[src/rtl/kbc_fast_pkg.sv]
// package: register map, field positions, reset values and timing counts
// Functional notes
// - status bits 7:4 and 2 are controller-written
// - status byte resets to zero
// - host reads status, controller reads and writes
// - host input write captures SA2 into bit 3
// - host input write sets input-full, raises interrupt
// - controller input read clears input-full and interrupt
// - controller output write sets output-full, host read clears
// - system reset pin resets; keyboard lines become inputs
// - fast port answers only when enable bit set
// - fast port reads fixed bits, default 24h
// - bit 1 drives the fast gate line
// - address mask is OR of both gates
// - bit 0 gives low pulse, 6us after 14us
// - longer figures used, they cover both
// - new pulse only after bit 0 returns zero
// - reset clears bit 0, reset output high
// - reset drives fast gate line low
// - fast pulse ANDed with controller reset, polarity set
// - controller gate is port 2 bit 1
package kbc_fast_pkg;
  localparam logic [7:0] fast_port_addr = 8'h92;
  localparam logic [7:0] fast_port_reset = 8'h24;
  localparam logic [7:0] fast_port_fixed = 8'h24;
  localparam logic [7:0] status_reset = 8'h00;
  localparam logic [7:0] status_user_mask = 8'hf4;
  localparam int status_cmd_bit = 3;
  localparam int status_ibf_bit = 1;
  localparam int status_obf_bit = 0;
  localparam int port_gate_bit = 1;
  localparam int port_rst_bit = 0;
  localparam int cfg_enable_bit = 2;
  localparam int ctrl_gate_port_pos = 1;
  localparam int clk_mhz = 200;
  localparam int pulse_delay_ns = 14000;
  localparam int pulse_width_ns = 6000;
  localparam int pulse_delay_cycles = (pulse_delay_ns * clk_mhz + 999) / 1000;
  localparam int pulse_width_cycles = (pulse_width_ns * clk_mhz + 999) / 1000;

  typedef struct packed {
    logic rd;
    logic wr;
    logic [7:0] addr;
    logic sa2;
    logic [7:0] wdata;
  } host_req_t;

  typedef struct packed {
    logic in_read;
    logic out_write;
    logic status_write;
    logic [7:0] status_wdata;
  } ctrl_req_t;
endpackage : kbc_fast_pkg

[src/rtl/kbc_fast_gate.sv]
// keyboard controller host status and fast gate/reset port
`timescale 1ns/100ps
module kbc_fast_gate
  import kbc_fast_pkg::*;
#(
  parameter int delay_cycles = pulse_delay_cycles,
  parameter int width_cycles = pulse_width_cycles
)(
  // clock and system reset pin
  input wire logic clk_sys,
  input wire logic rst,
  // host i/o bus, same clock
  input wire host_req_t host,
  output logic [7:0] fast_port_rdata,
  output logic fast_port_rd_valid,
  // controller side
  input wire ctrl_req_t ctrl,
  input wire logic [7:0] ctrl_port2,
  input wire logic ctrl_reset_n,
  input wire logic [7:0] fast_port_config,
  input wire logic kbd_reset_invert,
  output logic [7:0] status,
  output logic input_full_irq_n,
  // system outputs
  output logic fast_gate_line,
  output logic fast_cpu_reset_n,
  output logic cpu_addr_mask_n,
  output logic kbd_reset_out,
  // keyboard and mouse pins, open drain
  input wire logic [3:0] kbd_pins_in,
  output logic [3:0] kbd_pins_out,
  output logic [3:0] kbd_pins_oe
);
  wire logic port_enable;
  wire logic port_write;
  wire logic port_read;
  wire logic host_in_write;
  wire logic host_out_read;
  wire logic ctrl_gate_line;
  wire logic fast_reset_n;
  wire logic combined_reset_n;
  logic [1:0] port_bits;

  assign port_enable = fast_port_config[cfg_enable_bit];
  assign port_write = host.wr && host.addr == fast_port_addr
    && port_enable;
  assign port_read = host.rd && host.addr == fast_port_addr
    && port_enable;
  // data port at 60h and command port at 64h; sa2 picks which
  assign host_in_write = host.wr && (host.addr == 8'h60 || host.addr == 8'h64);
  assign host_out_read = host.rd && host.addr == 8'h60;

  status_flags u_status (
    .clk_sys(clk_sys),
    .rst(rst),
    .host_in_write(host_in_write),
    .host_sa2(host.sa2),
    .host_out_read(host_out_read),
    .ctrl(ctrl),
    .status(status)
  );
  // active low toward the controller cpu
  assign input_full_irq_n = ~status[status_ibf_bit];

  always_ff @(posedge clk_sys or posedge rst) begin
    if (rst) port_bits <= fast_port_reset[1:0];
    else if (port_write) port_bits <= host.wdata[1:0];
  end

  always_ff @(posedge clk_sys or posedge rst) begin
    if (rst) begin
      fast_port_rdata <= fast_port_reset;
      fast_port_rd_valid <= 1'b0;
    end else begin
      fast_port_rd_valid <= port_read;
      fast_port_rdata <= fast_port_fixed | {6'h00, port_bits};
    end
  end

  pulse_timer #(
    .delay_cycles(delay_cycles),
    .width_cycles(width_cycles)
  ) u_pulse (
    .clk_sys(clk_sys),
    .rst(rst),
    .trigger(port_bits[port_rst_bit]),
    .rearm(!port_bits[port_rst_bit]),
    .pulse_n(fast_reset_n)
  );

  assign fast_gate_line = port_bits[port_gate_bit];
  assign fast_cpu_reset_n = fast_reset_n;
  assign ctrl_gate_line = ctrl_port2[ctrl_gate_port_pos];
  assign cpu_addr_mask_n = ctrl_gate_line | fast_gate_line;
  // a disabled port cannot hold kbd_reset_out in reset; fast_cpu_reset_n is not masked
  assign combined_reset_n = ctrl_reset_n
    & (fast_reset_n | ~port_enable);
  assign kbd_reset_out = combined_reset_n ^ kbd_reset_invert;
  // pins released to inputs; the serial engine lives elsewhere
  assign kbd_pins_out = 4'h0;
  assign kbd_pins_oe = 4'h0;

  a_status_reset: assert property (@(posedge clk_sys)
    $fell(rst) |-> status == status_reset)
    else $error("status not zero after reset");
  a_port_ignored: assert property (@(posedge clk_sys) disable iff (rst)
    host.wr && host.addr == fast_port_addr && !port_enable
    |=> $stable(port_bits))
    else $error("disabled fast port accepted a write");
  a_mask_or: assert property (@(posedge clk_sys) disable iff (rst)
    cpu_addr_mask_n == (ctrl_port2[ctrl_gate_port_pos] | port_bits[1]))
    else $error("address mask not the OR of gates");
  a_port_read: assert property (@(posedge clk_sys) disable iff (rst)
    port_read |=> fast_port_rd_valid
    && fast_port_rdata[7:2] == fast_port_fixed[7:2])
    else $error("fast port fixed bits wrong");
  a_gate_write: assert property (@(posedge clk_sys) disable iff (rst)
    port_write |=> fast_gate_line == $past(host.wdata[1]))
    else $error("fast gate line did not follow write");
endmodule : kbc_fast_gate

[src/rtl/status_flags.sv]
// host mailbox status byte with its hardware-set flags
`timescale 1ns/100ps
module status_flags
  import kbc_fast_pkg::*;
(
  // clock and reset
  input wire logic clk_sys,
  input wire logic rst,
  // events
  input wire logic host_in_write,
  input wire logic host_sa2,
  input wire logic host_out_read,
  input wire ctrl_req_t ctrl,
  // state
  output logic [7:0] status
);
  wire logic [7:0] ctrl_view;
  wire logic [7:0] next_status;
  // controller writes user bits and may rewrite flags; hardware events win
  assign ctrl_view = ctrl.status_write ? ctrl.status_wdata : status;
  assign next_status = {ctrl_view[7:4],
    host_in_write ? host_sa2 : ctrl_view[status_cmd_bit],
    ctrl_view[2],
    host_in_write | (ctrl_view[status_ibf_bit] & ~ctrl.in_read),
    ctrl.out_write | (ctrl_view[status_obf_bit] & ~host_out_read)};

  always_ff @(posedge clk_sys or posedge rst) begin
    if (rst) status <= status_reset;
    else status <= next_status;
  end

  a_ibf_set: assert property (@(posedge clk_sys) disable iff (rst)
    host_in_write |=> status[status_ibf_bit])
    else $error("input-full not set after host write");
  a_cd_capture: assert property (@(posedge clk_sys) disable iff (rst)
    host_in_write |=> status[status_cmd_bit] == $past(host_sa2))
    else $error("command flag did not follow sa2");
  a_ibf_clear: assert property (@(posedge clk_sys) disable iff (rst)
    ctrl.in_read && !host_in_write |=> !status[status_ibf_bit])
    else $error("input-full not cleared by controller read");
  a_obf_flow: assert property (@(posedge clk_sys) disable iff (rst)
    host_out_read && !ctrl.out_write |=> !status[status_obf_bit])
    else $error("output-full not cleared by host read");
endmodule : status_flags

[src/rtl/pulse_timer.sv]
// delayed low pulse generator for the fast cpu reset
`timescale 1ns/100ps
module pulse_timer
  import kbc_fast_pkg::*;
#(
  parameter int delay_cycles = pulse_delay_cycles,
  parameter int width_cycles = pulse_width_cycles
)(
  // clock and reset
  input wire logic clk_sys,
  input wire logic rst,
  // control
  input wire logic trigger,
  input wire logic rearm,
  // output
  output logic pulse_n
);
  typedef enum logic [2:0] {
    st_idle = 3'b001, st_wait = 3'b010, st_low = 3'b100
  } pulse_state_t;
  pulse_state_t state;
  logic [15:0] count;
  logic armed;

  initial begin
    if (delay_cycles < 1 || delay_cycles > 65535 ||
        width_cycles < 1 || width_cycles > 65535)
      $error("pulse_timer counts out of range");
  end

  always_ff @(posedge clk_sys or posedge rst) begin
    if (rst) begin
      state <= st_idle;
      count <= 16'h0000;
      armed <= 1'b1;
      pulse_n <= 1'b1;
    end else begin
      if (rearm) armed <= 1'b1;
      unique case (state)
        st_idle: if (trigger && armed) begin
          state <= st_wait;
          armed <= 1'b0;
          count <= 16'(delay_cycles - 1);
        end
        st_wait: if (count == 16'h0000) begin
          state <= st_low;
          pulse_n <= 1'b0;
          count <= 16'(width_cycles - 1);
        end else count <= count - 16'h0001;
        st_low: if (count == 16'h0000) begin
          state <= st_idle;
          pulse_n <= 1'b1;
        end else count <= count - 16'h0001;
      endcase
    end
  end

  a_pulse_delay: assert property (@(posedge clk_sys) disable iff (rst)
    $rose(state == st_wait) |-> pulse_n [*2])
    else $error("reset pulse started too early");
  a_pulse_rearm: assert property (@(posedge clk_sys) disable iff (rst)
    state == st_idle && !armed && !rearm |=> state == st_idle)
    else $error("second pulse without rearm");
endmodule : pulse_timer

[config.mk]
export PLATFORM = sky130hd
export DESIGN_NAME = kbc_fast_gate
export DESIGN_NICKNAME = d
export VERILOG_FILES = /design/src/rtl/kbc_fast_pkg.sv /design/src/rtl/kbc_fast_gate.sv /design/src/rtl/status_flags.sv /design/src/rtl/pulse_timer.sv
export SDC_FILE = /design/constraint.sdc
export NUM_CORES = 1
export LEC_CHECK = 0
export ABC_AREA = 1
export BUFFER_PORTS_ARGS = -buffer_cell sky130_fd_sc_hd__buf_2
export CORE_ASPECT_RATIO = 2
export CORE_UTILIZATION = 52
export CTS_BUF_LIST = sky130_fd_sc_hd__clkbuf_8 sky130_fd_sc_hd__clkbuf_16
export DETAILED_ROUTE_END_ITERATION = 7
export PLACE_DENSITY = 0.85
export RECOVER_POWER = 100
export SLEW_MARGIN = 20
export SYNTH_ARGS = -nofsm -noshare
export SYNTH_HDL_FRONTEND = slang
export SYNTH_HIERARCHICAL = 1
export SYNTH_SLANG_ARGS = --single-unit
[constraint.sdc]
create_clock -name clk_sys -period 4.45 [get_ports clk_sys]
set_clock_uncertainty 0.15 [all_clocks]
set_input_delay 0.2225 -clock clk_sys [delete_from_list [all_inputs] [get_ports clk_sys]]
set_output_delay 0.2225 -clock clk_sys [all_outputs]
set_load 0.005 [all_outputs]
==> flow_summary_export.csv, run 1 <==
group,metric,value,unit
sta,setup_violations_final,0,
critical_path,critical_path_required,4.45,ns
placed_design,post_dp_cell_area,2280,um2
layout,nets_final,396,
global_routing,grt_pass1_vias,1760,
logic_synthesis,mappedNetlistArea,2080,um2
die,floorplan.core_area,3840,um2
layout,mostFrequentLayoutCells,"nand2_1 (82), inv_1 (42), nor2_1 (40)",
logic_synthesis,synth_top_cell_area_share,37.2,%
sta,fin_crit_sh,53.2,%
routing,first_pass_iters,5,
global_routing,grt_max_degree,22,
placed_design,preCtsSetupSlack,2.55,ns
cts,cts.reportedPaths.clkPinSlew,0.07,ns
routing,ant_nets,0,
layout,drive_above_1_share,17.8,%
critical_path,worstPathArrival,2.36,ns
routing,met3RoutedLength,236,um
die,initial_core_util,54.2,%
worst_hold_path,min_path_type,"in2reg",
placed_design,globalplace.congestion,0.921,
cts,tritoncts.num_buffers,5,
routing,top_layer,"met4",
logic_synthesis,ys_ff_latch,34,
routing,wl_met2,2.50,mm
power_and_ir_drop,ir_drop,0.199,mV
logic_synthesis,synth.area.top_cells,"dfrtp_1 (37%), nand2_1 (14%), inv_1 (7.2%), nor2_1 (6.7%), buf_4 (5.0%)",
power_and_ir_drop,power_density,248,nW/um2
sta,grt_setup_unrepaired,"no",
placed_design,port_buffers,45,
sta,setup_total_negative_slack,0,ns
sta,period_needed,2.37,ns
sta,finalWorstSetupSlack,2.08,ns
die,width_of_the_die,46.8,um
routing,avgRoutedWirePerCell,11.3,um
global_routing,grt_overflow_total,0,
sta,finalHoldViolCount,0,
flow_run,drv_cap,0,
logic_synthesis,netlist-cell-type-count,32,
power_and_ir_drop,total_power,591,uW
sta,drv_slew,0,
routing,route.final.wire_length,4.42,mm
die,vertical_die_dimension,91.5,um
cts,cts_num_sinks,34,
routing,drt-initial-drc-count,33,
layout,final_common_cell,"nand2_1",
cts,clk-insertion-delay-late,0.28,ns
cts,ctsRootBufferMaster,"clkbuf_8",
logic_synthesis,synth_largest_area_cell,"dfrtp_1",
global_routing,antenna_found_initial,0,
global_routing,track_usage,21.2,%
sta,clock.fmax,423,MHz
cts,h_tree_depth_reported_by_cts,2,
die,ioPinCount,84,
layout,post-route-cell-area,2390,um2
routing,vias,1909,
die,rows,32,
logic_synthesis,netlist_instances,287,
logic_synthesis,synth.yosys.seq_area_share,41.0,%
layout,area_delta_synth_final,14.5,%
die,dieArea,4280,um2
layout,fillers,350,
sta,tightest_slew,0.811,ns
sta,timing.hold.ws,0.0168,ns
cts,cts_post_setup_buffers_inserted,0,
layout,antenna_cells_inserted,0,
placed_design,hpwlAfterDp,3.33,mm
routing,drt-met1-wl,1.59,mm
global_routing,first_pass_grt_wire_length,6.66,mm
routing,drcViolationCount,0,
sta,worst_slew_margin,45.9,%
routing,number_of_vias_per_cell,4.86,
critical_path,endpoint_class_of_the_critical_path,"register",
status,status,"finished clean",
critical_path,path_max_fanout,14,
critical_path,start_kind,"register",
critical_path,crit_type,"reg2reg",
logic_synthesis,synth.avg_cell_area,7.26,um2
cts,clock_path_buffers,2,
power_and_ir_drop,power.leakage,1.31,nW
cts,clock_tree_from_tritoncts,"built",
logic_synthesis,yosys_warnings,6,
## stage by stage
stage          utilization, %  cells
2_1_floorplan               -    299
3_3_place_gp             59.3    378
3_5_place_dp             59.3    378
4_1_cts                  63.3    393
5_1_grt                  62.1    393
6_report                 62.1    393
## report_power, final
group,switching (mW),leakage (nW),internal [mW],total [mW]
Combinational,0.0325,0.867,0.0253,0.0577
Clock,0.107,0.0491,0.106,0.213
Sequential,0.00375,0.396,0.316,0.320
Total,0.144,1.31,0.447,0.591
## per-layer routing
metal	vias up	track usage, %
li1	957	-
met1	876	17.2
met2	68	42.4
met3	8	3.98
met4	0	9.05
met5	-	0
## sequential cells by signal (all words and copies together) (netlist names)
name                cells
fast_port_rd_valid      1
u_pulse/pulse_n         1
fast_port_rdata         2
port_bits               2
u_pulse/count          16
u_pulse/state           3
u_pulse/armed           1
u_status/status         8
## kinds of logic (layout without fill, tap and decap cells)
group,Yosys count,in the layout,share of synthesized area (%)
AND/OR/NAND/NOR,167,167,36.6
buffers and inverters,63,106,15.2
flip-flops,34,34,41.0
AO/OA/AOI/OAI,17,17,5.04
XOR/XNOR,3,3,1.26
other,2,14,0.360
adder cells (fa/ha/maj),1,1,0.600
## worst paths after layout
| check | startpoint | end | slack [ns] | cells after the start |
|---|---|---|---|---|
| min in group asynchronous | rst | fast_port_rd_valid$_DFF_PP0_ | 0.26 | 3 |
| setup reg to reg | u_pulse/count[0]$_DFFE_PP0P_ | u_pulse/count[3]$_DFFE_PP0P_ | 2.08 | 9 |
| setup / recovery | u_pulse/count[0]$_DFFE_PP0P_ | u_pulse/count[3]$_DFFE_PP0P_ | 2.08 | 9 |
| hold reg to reg | port_bits[1]$_DFFE_PP0P_ | fast_port_rdata[1]$_DFF_PP0_ | 0.28 | 0 |
| max in group asynchronous | rst | u_pulse/count[8]$_DFFE_PP0P_ | 3.13 | 3 |
| hold / removal | host[8] | u_status/status[3]$_DFFE_PP0P_ | 0.02 | 3 |
## final cells by class
type | count | area (um2) | area share, %
Inverter | 46 | 178 | 7.44
Sequential cell | 34 | 855 | 35.8
Tap cell | 51 | 63.8 | 2.67
Clock inverter | 3 | 13.8 | 0.577
Timing Repair Buffer | 52 | 280 | 11.7
Multi-Input combinational cell | 202 | 928 | 38.9
Clock buffer | 5 | 68.8 | 2.88
## synth_stat cells (all sizes together)
cell type and instances:
nand2 87, nand3b 3, nor2 47, or2 1, buf 17, clkinv 2
a21oi 4, nand4 4, dfstp 3, a31oi 1, inv 44, xor2 1
o21bai 3, ha 1, o21ai 8, dfrtp 31, conb 2, nor3 4
xnor2 2, nand3 20, nor3b 1, o2111ai 1
## what timing repair did
| item | 4_1_cts | 5_1_grt |
|---|---|---|
| endpoints found under the hold margin | 37 | 0 |
| gates resized for setup | 0 | 0 |
| hold buffers | 7 | 0 |
## critical path, stage by stage, from the launching register on
cell	delay (ns)
dfrtp_1	0.37
inv_1	0.11
ha_1	0.21
nand2_1	0.18
nor2_1	0.17
nand3_2	0.11
nand2_1	0.37
inv_1	0.32
nand3b_1	0.17
nand3_1	0.08
Note: power is estimated with default switching activity, not from simulation.
==> run 2, diff against run 1 <==
--- a/config.mk
+++ b/config.mk
@@ -8,10 +8,10 @@
 export ABC_AREA = 1
 export BUFFER_PORTS_ARGS = -buffer_cell sky130_fd_sc_hd__buf_2
 export CORE_ASPECT_RATIO = 2
-export CORE_UTILIZATION = 52
+export CORE_UTILIZATION = 48
 export CTS_BUF_LIST = sky130_fd_sc_hd__clkbuf_8 sky130_fd_sc_hd__clkbuf_16
 export DETAILED_ROUTE_END_ITERATION = 7
-export PLACE_DENSITY = 0.85
+export PLACE_DENSITY = 0.79
 export RECOVER_POWER = 100
 export SLEW_MARGIN = 20
 export SYNTH_ARGS = -nofsm -noshare
==> constraint.sdc (replaced) <==
create_clock -name clk_sys -period 2.35 [get_ports clk_sys]
set_clock_uncertainty 0.15 [all_clocks]
set_input_delay 0.1175 -clock clk_sys [delete_from_list [all_inputs] [get_ports clk_sys]]
set_output_delay 0.1175 -clock clk_sys [all_outputs]
set_load 0.005 [all_outputs]
==> flow_summary_export.csv, run 2 (synthesized netlist as in run 1, its figures left out) <==
group,metric,value,unit
global_routing,antenna_found_initial,0,
power_and_ir_drop,power.leakage,1.35,nW
cts,ctsRootBufferMaster,"clkbuf_8",
global_routing,grt_pass1_vias,1826,
layout,largestRegisters,"u_pulse/count: 16 flops, u_status/status: 8 flops, u_pulse/state: 3 flops",
routing,ant_nets,0,
die,dieArea,4630,um2
global_routing,most_used_layer_global_route,"met2",
die,rows,33,
sta,worst_slew_margin,46.1,%
critical_path,endpoint_class_of_the_critical_path,"register",
layout,share_of_the_core_filled_with_cells_in_the_final_layout,59.8,%
global_routing,first_pass_grt_wire_length,7.42,mm
critical_path,start_kind,"register",
status,status,"finished clean",
cts,cts_num_sinks,34,
routing,drcViolationCount,0,
global_routing,track_usage,20.8,%
placed_design,hpwlAfterDp,3.30,mm
sta,timing.hold.ws,0.0184,ns
routing,first_pass_iters,4,
cts,cts_post_setup_buffers_inserted,0,
cts,clk-insertion-delay-late,0.28,ns
routing,drt-initial-drc-count,39,
sta,setup_total_negative_slack,0,ns
layout,nets_final,403,
critical_path,worstPathArrival,1.99,ns
die,floorplan.core_area,4130,um2
sta,fin_crit_sh,84.2,%
global_routing,use_met1,19.6,%
global_routing,use_met2,42.0,%
layout,area_delta_synth_final,18.5,%
die,width_of_the_die,48.6,um
critical_path,path_max_fanout,14,
global_routing,grt_max_degree,22,
power_and_ir_drop,total_power,1.13,mW
layout,largest_register_ff_count,16,
cts,tritoncts.num_buffers,5,
critical_path,crit_type,"reg2reg",
routing,route.final.wire_length,4.46,mm
layout,drive_above_1_share,20.1,%
global_routing,groute.layer.met3.usage,4.31,%
die,vertical_die_dimension,95.2,um
die,initial_core_util,50.5,%
layout,post-route-cell-area,2470,um2
routing,vias,1928,
layout,final_common_cell,"nand2_1",
worst_hold_path,min_path_type,"in2reg",
layout,antenna_cells_inserted,0,
placed_design,port_buffers,45,
sta,grt_setup_unrepaired,"no",
critical_path,critical_path_required,2.36,ns
layout,mostFrequentLayoutCells,"nand2_1 (81), inv_1 (41), nor2_1 (37), buf_2 (37), dfrtp_1 (31)",
sta,drv_slew,0,
placed_design,globalplace.congestion,0.832,
cts,cts.reportedPaths.clkPinSlew,0.07,ns
cts,h_tree_depth_reported_by_cts,2,
power_and_ir_drop,power_density,457,nW/um2
global_routing,grt_overflow_total,0,
sta,finalHoldViolCount,0,
sta,clock.fmax,505,MHz
sta,tightest_slew,0.807,ns
cts,clock_tree_from_tritoncts,"built",
cts,clock_path_buffers,2,
flow_run,drv_cap,0,
routing,avgRoutedWirePerCell,11.1,um
routing,number_of_vias_per_cell,4.81,
sta,setup_violations_final,0,
placed_design,post_dp_cell_area,2280,um2
power_and_ir_drop,ir_drop,0.359,mV
sta,period_needed,1.98,ns
layout,top_register_by_number_of_flip_flops,"u_pulse/count",
die,ioPinCount,84,
-- run 2: through the flow --
step | instances | setup WS, ns
global placement | 379 | 0.472
detailed placement | 379 | 0.443
floorplan | 299 | 0.686
finish | 401 | 0.371
CTS | 401 | 0.442
global route | 401 | 0.194
-- run 2: cell type report --
class	count	area, um2
fillers	384	1660
multi-input cells	202	933
flip-flops and latches	34	855
repair buffers	59	357
inverters	46	178
clock buffers	5	68.8
well taps	52	65.1
clock inverters	3	13.8
-- run 2: path summary, 6_finish.rpt --
check,startpoint,end,slack [ns],cells after the start
min in group asynchronous,rst,fast_port_rd_valid$_DFF_PP0_,0.16,3
max in group asynchronous,rst,u_pulse/count[8]$_DFFE_PP0P_,1.12,3
worst max register to register,u_pulse/count[0]$_DFFE_PP0P_,u_pulse/count[5]$_DFFE_PP0P_,0.37,9
worst min register to register,port_bits[1]$_DFFE_PP0P_,fast_port_rdata[1]$_DFF_PP0_,0.28,0
worst min-delay path,ctrl[0],u_status/status[0]$_DFF_PP0_,0.02,5
worst max-delay path,u_pulse/count[0]$_DFFE_PP0P_,u_pulse/count[5]$_DFFE_PP0P_,0.37,9
-- run 2: worst max-delay path, stage by stage, from the launching register on --
cell and delay, ns:
dfrtp_1 0.38, inv_1 0.11, ha_1 0.20, nand2_1 0.18, nor2_2 0.15, nand3_1 0.16
nand2_4 0.20, inv_2 0.14, nand3b_1 0.11, nand3_1 0.07
-- run 2: timing repair --
| item | 4_1_cts | 5_1_grt |
|---|---|---|
| gates resized for setup | 0 | 0 |
| endpoints found under the hold margin | 42 | 0 |
| hold buffers | 14 | 0 |
-- run 2: metal layers --
layer,up-vias,wire length [um]
met5,-,0
met4,0,59
met3,6,218
met2,55,2510
met1,900,1680
li1,967,-
-- run 2: power breakdown --
| group | internal (mW) | switching, mW |
|---|---|---|
| Clock | 0.201 | 0.203 |
| Combinational | 0.0568 | 0.0628 |
| Sequential | 0.598 | 0.00745 |
==> run 3, diff against run 2 <==
==> constraint.sdc (replaced) <==
create_clock -name clk_sys -period 1.9 [get_ports clk_sys]
set_clock_uncertainty 0.15 [all_clocks]
set_input_delay 0.095 -clock clk_sys [delete_from_list [all_inputs] [get_ports clk_sys]]
set_output_delay 0.095 -clock clk_sys [all_outputs]
set_load 0.005 [all_outputs]
==> flow_summary_export.csv, run 3 (synthesized netlist as in run 1, its figures left out) <==
group,metric,value,unit
routing,route.final.wire_length,4.89,mm
critical_path,buffering_stage_count_on_the_worst_path_with_inverters_included,1,
critical_path,cp.depth,9,
placed_design,hpwlAfterDp,3.38,mm
routing,drt-initial-drc-count,37,
sta,setup_total_negative_slack,0,ns
layout,area_delta_synth_final,25.8,%
critical_path,crit_path_cell_trace,"inv_1 > ha_2 > nand2_2 > nor2_1 > nand2_1 > nand2_1 > nand3_2 > nand2_1 > nor2_2",
sta,finalWorstSetupSlack,0.105,ns
cts,h_tree_depth_reported_by_cts,2,
cts,cts.reportedPaths.clkPinSlew,0.07,ns
sta,tightest_slew,0.528,ns
placed_design,port_buffers,45,
critical_path,endpoint_class_of_the_critical_path,"register",
power_and_ir_drop,seq_power_share,51.7,%
global_routing,track_usage,22.9,%
global_routing,antenna_found_initial,0,
global_routing,grt_pass1_vias,1995,
routing,avgRoutedWirePerCell,11.8,um
power_and_ir_drop,share_comb_of_total_power,11.0,%
critical_path,crit_path_frequent_cell,"nand2_1",
die,floorplan.core_area,4130,um2
layout,drive_above_1_share,22.1,%
die,initial_core_util,50.5,%
sta,clock.fmax,557,MHz
critical_path,critPathTopFamily,"simple AND/OR/NAND/NOR gates",
critical_path,cpPeakStageDelay,0.38,ns
status,status,"finished clean",
routing,vias,2021,
power_and_ir_drop,power.leakage,1.41,nW
die,vertical_die_dimension,95.2,um
power_and_ir_drop,ir_drop,0.508,mV
sta,setup_violations_final,0,
critical_path,critical_path_required,1.93,ns
power_and_ir_drop,clkPwrFrac,37.2,%
layout,top_register_by_number_of_flip_flops,"u_pulse/count",
routing,drcViolationCount,0,
critical_path,crit_type,"reg2reg",
global_routing,first_pass_grt_wire_length,8.08,mm
global_routing,grt_max_degree,22,
power_and_ir_drop,total_switching_power,344,uW
layout,final_common_cell,"nand2_1",
layout,largestRegisters,"u_pulse/count: 16 flops, u_status/status: 8 flops, u_pulse/state: 3 flops",
sta,fin_crit_sh,94.5,%
cts,clk-insertion-delay-late,0.28,ns
cts,ctsRootBufferMaster,"clkbuf_8",
global_routing,grt_overflow_total,0,
critical_path,start_kind,"register",
layout,antenna_cells_inserted,0,
sta,worst_slew_margin,64.8,%
placed_design,globalplace.congestion,0.860,
cts,clock_path_buffers,2,
placed_design,preCtsSetupSlack,0.105,ns
sta,grt_setup_unrepaired,"no",
routing,ant_nets,0,
die,rows,33,
power_and_ir_drop,power_report.internal_total,1.10,mW
layout,nets_final,416,
critical_path,worstPathArrival,1.82,ns
cts,clock_tree_from_tritoncts,"built",
layout,largest_register_ff_count,16,
placed_design,post_dp_cell_area,2350,um2
cts,cts_num_sinks,34,
routing,number_of_vias_per_cell,4.88,
critical_path,worst_path_max_delay_cell,"dfrtp_1",
worst_hold_path,min_path_type,"in2reg",
sta,drv_slew,0,
worst_hold_path,timing.hold.worst_path_depth,3,
sta,finalHoldViolCount,0,
power_and_ir_drop,swShare,23.8,%
sta,period_needed,1.80,ns
die,ioPinCount,84,
critical_path,path_max_fanout,8,
layout,mostFrequentLayoutCells,"nand2_1 (80), inv_1 (42), nor2_1 (37)",
layout,post-route-cell-area,2620,um2
critical_path,cell_count_of_the_worst_reg_to_reg_path,9,
flow_run,drv_cap,0,
cts,tritoncts.num_buffers,5,
routing,first_pass_iters,4,
die,width_of_the_die,48.6,um
die,dieArea,4630,um2
power_and_ir_drop,power_density,552,nW/um2
-- run 3: power groups by stage --
| stage | sequential, mW | combinational (mW) | clock, mW |
|---|---|---|---|
| final | 0.749 | 0.160 | 0.539 |
| after global routing | 0.751 | 0.180 | 0.585 |
| after CTS | 0.749 | 0.160 | 0.557 |
| after detailed placement | 0.762 | 0.129 | 0 |
| after global placement | 0.762 | 0.127 | 0 |
| after floorplan | 0.764 | 0.0845 | 0 |
-- run 3: repair_timing --
action / 4_1_cts / 5_1_grt
hold endpoints to repair: 45 / 0
setup buffers: 0 / 1
hold buffers: 19 / 0
endpoints found under the setup margin: 0 / 13
resized for setup: 0 / 4
-- run 3: layout make-up --
type | count | area [um2]
well taps | 52 | 65.1
repair buffers | 72 | 470
clock buffers | 6 | 82.6
fillers | 365 | 1510
inverters | 46 | 180
flip-flops and latches | 34 | 855
multi-input cells | 202 | 961
clock inverters | 2 | 8.76
-- run 3: final timing paths --
kind                            slack, ns                    startpoint                              to
worst max-delay path                 0.10  u_pulse/count[0]$_DFFE_PP0P_   u_pulse/count[15]$_DFFE_PP0P_
worst min register to register       0.27      port_bits[1]$_DFFE_PP0P_    fast_port_rdata[1]$_DFF_PP0_
min in group asynchronous            0.15                           rst        port_bits[1]$_DFFE_PP0P_
worst min-delay path                 0.01                       ctrl[8]  u_status/status[7]$_DFFE_PP0P_
worst max register to register       0.10  u_pulse/count[0]$_DFFE_PP0P_   u_pulse/count[15]$_DFFE_PP0P_
max in group asynchronous            0.86                           rst         u_pulse/armed$_DFF_PP1_
-- run 3: layer usage --
metal / wire length, um / GRT usage, % / up-vias / part of all wire [%]
li1: - / - / 997 / -
met3: 215 / 3.19 / 18 / 4.4
met5: 0 / 0 / - / 0
met2: 2760 / 47.2 / 68 / 56
met4: 205 / 14.5 / 0 / 4.2
met1: 1720 / 19.9 / 938 / 35
-- run 3: tightest hold or removal path, stage by stage --
cell     delay (ns)
buf_2          0.18
nand2_1        0.08
nand2_1        0.05
-- run 3: metrics by stage --
stage               total power, mW  hold WS (ns)  instances  utilization (%)
floorplan                     0.849        -0.276        299                -
global placement              0.889        -0.123        386             56.8
detailed placement            0.891        -0.117        386             56.8
CTS                            1.47       0.00152        413             63.6
global route                   1.52        0.0175        414             63.5
finish                         1.45        0.0106        414             63.5
